## src/logic/sgc_map.svh

```systemverilog
// register offsets, field positions, reset values and timing counts
`ifndef SGC_MAP_SVH
`define SGC_MAP_SVH
`define SGC_OFS_GAIN        8'h00
`define SGC_OFS_GCFG        8'h01
`define SGC_GCFG_RESET      8'hC0
`define SGC_GAIN_RESET      8'h00
`define SGC_BIT_GP2         7
`define SGC_BIT_GP1         6
`define SGC_BIT_HOLD        5
`define SGC_BIT_INIT        4
`define SGC_BIT_PFCLR       3
`define SGC_BIT_SLOW        2
`define SGC_BIT_GAIN_LOOP_DISABLE      1
`define SGC_BIT_IFSEL       0
`define SGC_BIT_LVLSHIFT    5
`define SGC_GAIN_MASK       8'h3F
`define SGC_INIT_CYCLES     4
`endif

```

## src/logic/sgc_pkg.sv

```systemverilog
// types shared by the sound-IF configuration register block
package sgc_pkg;
    typedef enum logic [2:0] {
        SGC_RUN   = 3'b001,
        SGC_INIT  = 3'b010,
        SGC_HOLD  = 3'b100
    } sgc_state_t;
endpackage

```

## src/logic/sgc_regs.sv

```systemverilog
// sound-IF gain register and general configuration register
`timescale 1ns/10ps
`include "sgc_map.svh"

module sgc_regs
    import sgc_pkg::*;
#(
    parameter int INIT_CYCLES = `SGC_INIT_CYCLES
) (
    input  wire logic       sys_clk_in,          // 125 MHz system clock
    input  wire logic       rst_in,              // async power-on reset, high
    input  wire logic       wr_en_in,            // register write strobe
    input  wire logic       rd_en_in,            // register read strobe
    input  wire logic [7:0] addr_in,             // register subaddress
    input  wire logic [7:0] wr_data_in,          // write data
    input  wire logic       status_rd_in,        // status register read strobe
    input  wire logic       power_fail_event_in, // supply dip detected
    input  wire logic [4:0] loop_gain_code_in,   // gain chosen by loop
    input  wire logic       gp_pin_one_in,       // sensed level, pin 1
    input  wire logic       gp_pin_two_in,       // sensed level, pin 2
    output logic [7:0]      rd_data_out,         // read data
    output logic [7:0]      status_out,          // status bits for status reg
    output logic            gp_pin_one_oe_out,   // pulls pin 1 low when high
    output logic            gp_pin_two_oe_out,   // pulls pin 2 low when high
    output logic            gp_pin_one_o_out,    // pin 1 drive level (always 0)
    output logic            gp_pin_two_o_out,    // pin 2 drive level (always 0)
    output logic            low_power_hold_out,  // standby active
    output logic            init_busy_out,       // re-initialise in progress
    output logic            gain_loop_disable_out, // fixed gain in use
    output logic            gain_loop_slow_decay_out, // slow decay in effect
    output logic            if_input_choice_out, // 1: second IF input
    output logic            input_level_shift_out, // 10 dB attenuator on
    output logic [4:0]      fixed_gain_code_out, // fixed gain code applied
    output logic            power_fail_flag_out  // power-fail flag
);

    sgc_state_t state_reg, state_next;
    logic [7:0] gcfg_reg, gcfg_next;
    logic [7:0] gain_reg, gain_next;
    logic [7:0] keep_reg, keep_next;
    logic [7:0] rd_reg, rd_next;
    logic [7:0] stat_reg, stat_next;
    logic [3:0] cnt_reg, cnt_next;
    logic       pf_reg, pf_next;
    logic       pf_read_reg, pf_read_next;
    wire  [1:0] pin_level;
    logic [4:0] code_sync0_reg, code_sync1_reg, code_sync2_reg;
    logic [4:0] code_hold_reg;
    logic       pfe_sync0_reg, pfe_sync1_reg;
    logic       agc_prev_reg;
    logic [7:0] out_reg, out_next;
    logic [4:0] fcode_reg;

    // request decode
    wire        hit_gcfg   = wr_en_in && (addr_in == `SGC_OFS_GCFG);
    wire        hit_gain   = wr_en_in && (addr_in == `SGC_OFS_GAIN);
    wire        init_req   = hit_gcfg && wr_data_in[`SGC_BIT_INIT];
    wire        hold_bit   = gcfg_reg[`SGC_BIT_HOLD];
    wire        leave_hold = (state_reg == SGC_HOLD) && hit_gcfg && !wr_data_in[`SGC_BIT_HOLD];
    wire        agc_off    = gcfg_reg[`SGC_BIT_GAIN_LOOP_DISABLE];
    wire        agc_turn_off = agc_off && !agc_prev_reg;
    wire [3:0]  init_last  = 4'(INIT_CYCLES - 1);
    wire        init_done  = (state_reg == SGC_INIT) && (cnt_reg == init_last);
    wire [7:0]  init_value = `SGC_GCFG_RESET | keep_reg;
    wire [7:0]  gain_w     = wr_data_in & `SGC_GAIN_MASK;
    // unmapped subaddresses read back zero
    wire [7:0]  rd_sel     = (addr_in == `SGC_OFS_GCFG) ? gcfg_reg :
                             (addr_in == `SGC_OFS_GAIN) ? gain_reg : 8'h00;

    // state and register updates
    always_comb begin
        state_next   = state_reg;
        gcfg_next    = gcfg_reg;
        gain_next    = gain_reg;
        keep_next    = keep_reg;
        cnt_next     = cnt_reg;
        pf_next      = pf_reg;
        pf_read_next = pf_read_reg;
        case (state_reg)
            SGC_RUN: begin
                if (init_req) begin
                    // whole map back to defaults; written ones survive it
                    state_next = SGC_INIT;
                    keep_next  = wr_data_in;
                    gcfg_next  = `SGC_GCFG_RESET | wr_data_in;
                    gain_next  = `SGC_GAIN_RESET;
                    cnt_next   = 4'h0;
                end else if (hit_gcfg) begin
                    gcfg_next = wr_data_in;
                    if (wr_data_in[`SGC_BIT_HOLD]) begin
                        state_next = SGC_HOLD;
                    end
                end else if (hit_gain) begin
                    gain_next = gain_w;
                end else if (agc_turn_off) begin
                    gain_next = {gain_reg[7:5], code_hold_reg};
                end
            end
            SGC_INIT: begin
                cnt_next = cnt_reg + 4'h1;
                if (init_done) begin
                    // init bit drops by itself, other written ones kept over the defaults
                    gcfg_next  = init_value & ~(8'h01 << `SGC_BIT_INIT);
                    state_next = gcfg_next[`SGC_BIT_HOLD] ? SGC_HOLD : SGC_RUN;
                end
            end
            SGC_HOLD: begin
                if (leave_hold) begin
                    // standby exit is a full power-on reset of the map
                    gcfg_next  = `SGC_GCFG_RESET;
                    gain_next  = `SGC_GAIN_RESET;
                    state_next = SGC_RUN;
                end
            end
            default: begin
                state_next = SGC_RUN;
            end
        endcase
        // flag: a new event wins over the clear in the same cycle
        if (pfe_sync1_reg) begin
            pf_next = 1'b1;
        end else if (hit_gcfg && wr_data_in[`SGC_BIT_PFCLR]) begin
            pf_next = 1'b0;
        end
        if (status_rd_in) begin
            pf_read_next = 1'b1;
        end
        if (hit_gcfg && wr_data_in[`SGC_BIT_PFCLR]) begin
            pf_read_next = 1'b0;
        end else if (pf_read_reg && gcfg_reg[`SGC_BIT_PFCLR] && state_next == state_reg
                     && !hit_gcfg) begin
            gcfg_next[`SGC_BIT_PFCLR] = 1'b0;
            pf_read_next = 1'b0;
        end
    end

    assign rd_next   = rd_en_in ? rd_sel : rd_reg;
    // sensed pins shown in status bits 7 and 6, flag in bit 0
    assign stat_next = {pin_level[1], pin_level[0], 5'h00, pf_reg};
    // pin bits kept inverted so the enables leave a flop with no gate after it
    assign out_next  = {
        !gcfg_reg[`SGC_BIT_GP2],
        !gcfg_reg[`SGC_BIT_GP1],
        hold_bit || state_reg == SGC_HOLD,
        state_reg == SGC_INIT,
        agc_off,
        gcfg_reg[`SGC_BIT_SLOW] && !agc_off,
        gcfg_reg[`SGC_BIT_IFSEL],
        gain_reg[`SGC_BIT_LVLSHIFT]
    };

    // sequencing state and re-init counter
    always_ff @(posedge sys_clk_in or posedge rst_in) begin
        if (rst_in) begin
            state_reg      <= SGC_RUN;
            cnt_reg        <= 4'h0;
        end else begin
            state_reg      <= state_next;
            cnt_reg        <= cnt_next;
        end
    end

    // host-written registers
    always_ff @(posedge sys_clk_in or posedge rst_in) begin
        if (rst_in) begin
            gcfg_reg       <= `SGC_GCFG_RESET;
            gain_reg       <= `SGC_GAIN_RESET;
            keep_reg       <= 8'h00;
        end else begin
            gcfg_reg       <= gcfg_next;
            gain_reg       <= gain_next;
            keep_reg       <= keep_next;
        end
    end

    // power-fail flag and the status-read tracker behind its clear bit
    always_ff @(posedge sys_clk_in or posedge rst_in) begin
        if (rst_in) begin
            pf_reg         <= 1'b0;
            pf_read_reg    <= 1'b0;
        end else begin
            pf_reg         <= pf_next;
            pf_read_reg    <= pf_read_next;
        end
    end

    // host-visible read data and status
    always_ff @(posedge sys_clk_in or posedge rst_in) begin
        if (rst_in) begin
            rd_reg         <= 8'h00;
            stat_reg       <= 8'h00;
        end else begin
            rd_reg         <= rd_next;
            stat_reg       <= stat_next;
        end
    end

    // function outputs, one cycle behind the registers
    always_ff @(posedge sys_clk_in or posedge rst_in) begin
        if (rst_in) begin
            // default config with pin bits inverted is all zero: pins released
            out_reg        <= 8'h00;
            fcode_reg      <= 5'h00;
            agc_prev_reg   <= 1'b0;
        end else begin
            out_reg        <= out_next;
            // code 31 is 0 dB, code 0 is 24 dB; analog stage does the mapping
            fcode_reg      <= gain_reg[4:0];
            agc_prev_reg   <= agc_off;
        end
    end

    // pins cross in bit by bit; reset level is the released, pulled-up high
    wire [1:0] pin_raw = {gp_pin_two_in, gp_pin_one_in};
    for (genvar i = 0; i < 2; i++) begin : g_pin_sync
        logic sync0_reg;
        logic sync1_reg;
        always_ff @(posedge sys_clk_in or posedge rst_in) begin
            if (rst_in) begin
                sync0_reg <= 1'b1;
                sync1_reg <= 1'b1;
            end else begin
                sync0_reg <= pin_raw[i];
                sync1_reg <= sync0_reg;
            end
        end
        assign pin_level[i] = sync1_reg;
    end

    // loop code is a bus: a value is taken only once two settled stages agree,
    // so a code caught mid-change never lands in the gain register
    // limitation: a code changing every cycle is never taken
    always_ff @(posedge sys_clk_in or posedge rst_in) begin
        if (rst_in) begin
            code_sync0_reg <= 5'h00;
            code_sync1_reg <= 5'h00;
            code_sync2_reg <= 5'h00;
            code_hold_reg  <= 5'h00;
            pfe_sync0_reg  <= 1'b0;
            pfe_sync1_reg  <= 1'b0;
        end else begin
            code_sync0_reg <= loop_gain_code_in;
            code_sync1_reg <= code_sync0_reg;
            code_sync2_reg <= code_sync1_reg;
            if (code_sync1_reg == code_sync2_reg) begin
                code_hold_reg <= code_sync2_reg;
            end
            pfe_sync0_reg  <= power_fail_event_in;
            pfe_sync1_reg  <= pfe_sync0_reg;
        end
    end

    // open drain: a zero bit pulls low, a one bit releases the pin
    assign gp_pin_two_oe_out        = out_reg[7];
    assign gp_pin_one_oe_out        = out_reg[6];
    // drive level is always low; only the enable moves
    always_ff @(posedge sys_clk_in or posedge rst_in) begin
        if (rst_in) begin
            gp_pin_one_o_out <= 1'b0;
            gp_pin_two_o_out <= 1'b0;
        end else begin
            gp_pin_one_o_out <= 1'b0;
            gp_pin_two_o_out <= 1'b0;
        end
    end
    assign low_power_hold_out       = out_reg[5];
    assign init_busy_out            = out_reg[4];
    assign gain_loop_disable_out    = out_reg[3];
    assign gain_loop_slow_decay_out = out_reg[2];
    assign if_input_choice_out      = out_reg[1];
    assign input_level_shift_out    = out_reg[0];
    assign fixed_gain_code_out      = fcode_reg;
    assign power_fail_flag_out      = pf_reg;
    assign rd_data_out              = rd_reg;
    assign status_out               = stat_reg;

endmodule // sgc_regs

```

## config.mk

```make
export PLATFORM = sky130hd
export DESIGN_NAME = sgc_regs
export DESIGN_NICKNAME = d
export VERILOG_FILES = /design/src/logic/sgc_pkg.sv /design/src/logic/sgc_regs.sv
export VERILOG_INCLUDE_DIRS = /design/src /design/src/logic
export SDC_FILE = /design/constraint.sdc
export NUM_CORES = 1
export LEC_CHECK = 0
export BUFFER_PORTS_ARGS = -buffer_cell sky130_fd_sc_hd__buf_2
export CAP_MARGIN = 0
export CORE_MARGIN = 10
export CORE_UTILIZATION = 50
export CTS_CLUSTER_DIAMETER = 150
export CTS_CLUSTER_SIZE = 12
export DETAILED_ROUTE_END_ITERATION = 12
export GPL_TIMING_DRIVEN = 0
export MAX_ROUTING_LAYER = met4
export PLACE_DENSITY = 0.73
export SETUP_SLACK_MARGIN = 0.1
export SLEW_MARGIN = 20
export SYNTH_ARGS = -nofsm -noshare
export SYNTH_HDL_FRONTEND = slang
export SYNTH_SLANG_ARGS = --single-unit
```

## constraint.sdc

```tcl
create_clock -name sys_clk_in -period 2.4 [get_ports sys_clk_in]
set_input_delay 0.24 -clock sys_clk_in [delete_from_list [all_inputs] [get_ports sys_clk_in]]
set_output_delay 0.24 -clock sys_clk_in [all_outputs]
set_load 0.05 [all_outputs]
```

==> out/qor.yml <==
grt_usage_pct: 13.1
arrival_ns: 2.45
synth.distinct_cells: 50
post-route-util_pct: 64.6
clockRootBuffer: "clkbuf_8"
final_nets: 348
cts_buffers: 9
routed_wl_um: 5890
vias: 2008
placed_cell_area_mm2: 0.00349
seq_area_frac_synth_pct: 63.6
synth_top_area_cell: "dfrtp_1"
async_flop_share_pct: 100
register_area_mm2: 0.00196
coreArea_mm2: 0.00596
final_area_mm2: 0.00385
cp-start-kind: "register"
cts-htree-levels: 3
tns_ns: 0
dr.pass1.iters: 4
slew_headroom_pct: 46.1
die_area_mm2: 0.00971
clock-sinks: 78
fin_crit_sh_pct: 91.8
synth_edf_count: 0
yosysTopAreaCellShare_pct: 57.6
hp-class: "in -> reg"
multi_input_area_um2: 998
rows: 28
hold-worst-slack_ns: 0.128
synth_commonest_cells: "71 x dfrtp_1, 19 x inv_1, 14 x nand2_1"
max_freq_mhz: 454
clockBufferDepth: 2
avgSynthCellArea_um2: 13.1
syn_to_final_growth_pct: 24.8
crit_family: "simple AND/OR/NAND/NOR gates"
vias_per_cell: 5.05
finalSetupViolCount: 0
drive_above_1_share_pct: 36.8
worst_path_max_delay_cell: "dfstp_2"
io_buffer_count: 51
critPathRequiredTime_ns: 2.65
skew_ns: 0.0109
critPathCaptureType: "register"
yosysWarningCount: 0
initial_core_util_pct: 51.8
finalNonFillerCells: 398
grt_pass1_wl_um: 10100
grt_max_degree: 49
status: "completed"
syn_area_mm2: 0.00308
worst_slew_pin_slew_ns: 0.805
crit_path_max_incr_delay_ns: 0.57
ir_drop_mv: 0.593
worstSkewPairLatency_ns: 0.36
synthFlopType: "dfrtp_1"
die_y_um: 98.5
pre_cts_slack_ns: 0.0869
path_max_fanout: 6
drcViolationCount: 0
drv_cap: 0
drt_iter0_drc: 109
critPathBufInv: 0
gr-total-overflow: 0
hold_violations: 0
rsz0062_at_grt: "false"
io_pins: 61
nFillCells: 475
syn_inst: 235
placed_cells_incl_taps: 368
die_x_um: 98.5
antenna_cells: 0
hpwl_um: 4240
p_leak_nw: 1.89
antenna_found_initial: 0
ys_ff_latch: 78
finalWorstSetupSlack_ns: 0.196
drv_slew: 0
cts_tree: "built"
period_minus_slack_ns: 2.20
antenna_left: 0
yosys-top-cells-area: "dfrtp_1 58%, dfstp_2 6.0%, mux2i_1 3.6%"
wire_per_inst_um: 14.8
gp_congestion: 0.884
yosysMostFrequentCell: "dfrtp_1"
cellPowerDensity_mw_per_mm2: 804
worstSetupPathType: "reg -> reg"
first_global_vias: 2065
path_clk_slew_ns: 0.08
finalPower_mw: 3.10
path_cells: "or3b_4, or4_4, nand3_2, a21o_4, mux2_4"
[cell usage in the layout, fill, tap and decap left out, drive strengths merged, types with 2 or more instances in the layout]
cell type	synthesis	layout
a31oi	3	3
o32ai	2	2
a222oi	4	4
buf	9	66
nand4	2	2
clkbuf	3	12
bufinv	0	2
dfrtp	71	71
nor2	11	11
clkinv	1	3
xor2	3	3
a21o	3	3
conb	1	7
inv	19	22
nand2b	5	5
mux2i	11	11
o21ai	10	10
mux2	14	14
dfstp	7	7
nand3	2	2
nand2	15	15
or4	2	2
nor3	4	4
or3b	3	3
dlygate4sd3	0	9
xnor2	2	2
a21oi	6	6
o22ai	6	6
[where the power goes]
group	switching, mW	leakage, nW	internal [mW]
Combinational	0.286	0.806	0.185
Clock	0.498	0.115	0.599
Sequential	0.0741	0.966	1.45
[path summary, 6_finish.rpt]
| path | startpoint | to | slack (ns) | cells after the start |
|---|---|---|---|---|
| max reg2reg | state_reg[0]$_DFF_PP1_ | gain_reg[2]$_DFFE_PP0P_ | 0.20 | 5 |
| min in group asynchronous | rst_in | status_out[6]$_DFF_PP0_ | 0.42 | 3 |
| max in group asynchronous | rst_in | gcfg_reg[6]$_DFFE_PP1P_ | 1.37 | 4 |
| min reg2reg | code_sync0_reg[0]$_DFF_PP0_ | code_sync1_reg[0]$_DFF_PP0_ | 0.35 | 0 |
| min | wr_data_in[7] | gcfg_reg[7]$_DFFE_PP1P_ | 0.13 | 3 |
| max | state_reg[0]$_DFF_PP1_ | gain_reg[2]$_DFFE_PP0P_ | 0.20 | 5 |
[cell families (layout without fill, tap and decap cells)]
group / Yosys count / in the layout / share of synthesized area, %
xor gates and xnor gates: 5 / 5 / 1.42
and+or+nand+nor: 51 / 51 / 10.1
other: 1 / 7 / 0.122
muxes: 25 / 25 / 9.29
adders and majority gates: 1 / 1 / 0.406
AOI/OAI and AO/OA: 42 / 42 / 10.1
DFF: 78 / 78 / 63.6
buffers and inverters: 32 / 114 / 5.03
[metal layers]
layer	vias up	global-route usage, %	wire length [um]
met3	12	4.33	438
met2	62	18.7	2670
met5	-	-	0
met1	961	16.0	2640
li1	973	-	-
met4	0	7.28	144
[worst min-delay path: cells and delay by family]
family / cells / cell delay (ns)
and+or+nand+nor: 1 / 0.09
buffers and inverters: 1 / 0.10
AOI/OAI and AO/OA: 1 / 0.05
[layout make-up]
cell class / instances / share of cell area [%]
repair buffers: 66 / 10.7
clock inverters: 7 / 2.70
clock buffers: 9 / 3.22
plain buffers: 12 / 2.08
multi-input cells: 131 / 25.9
flip-flops and latches: 78 / 50.9
well taps: 75 / 2.44
inverters: 20 / 2.02
[timing repair]
action                                  CTS  global route
endpoints found under the setup margin    7             4
pin swaps                                 1             2
setup buffers                             3             2
endpoints found under the hold margin    34             0
gates resized for setup                   1             1
hold buffers                              9             0
Power figures use the tool's default switching activity.
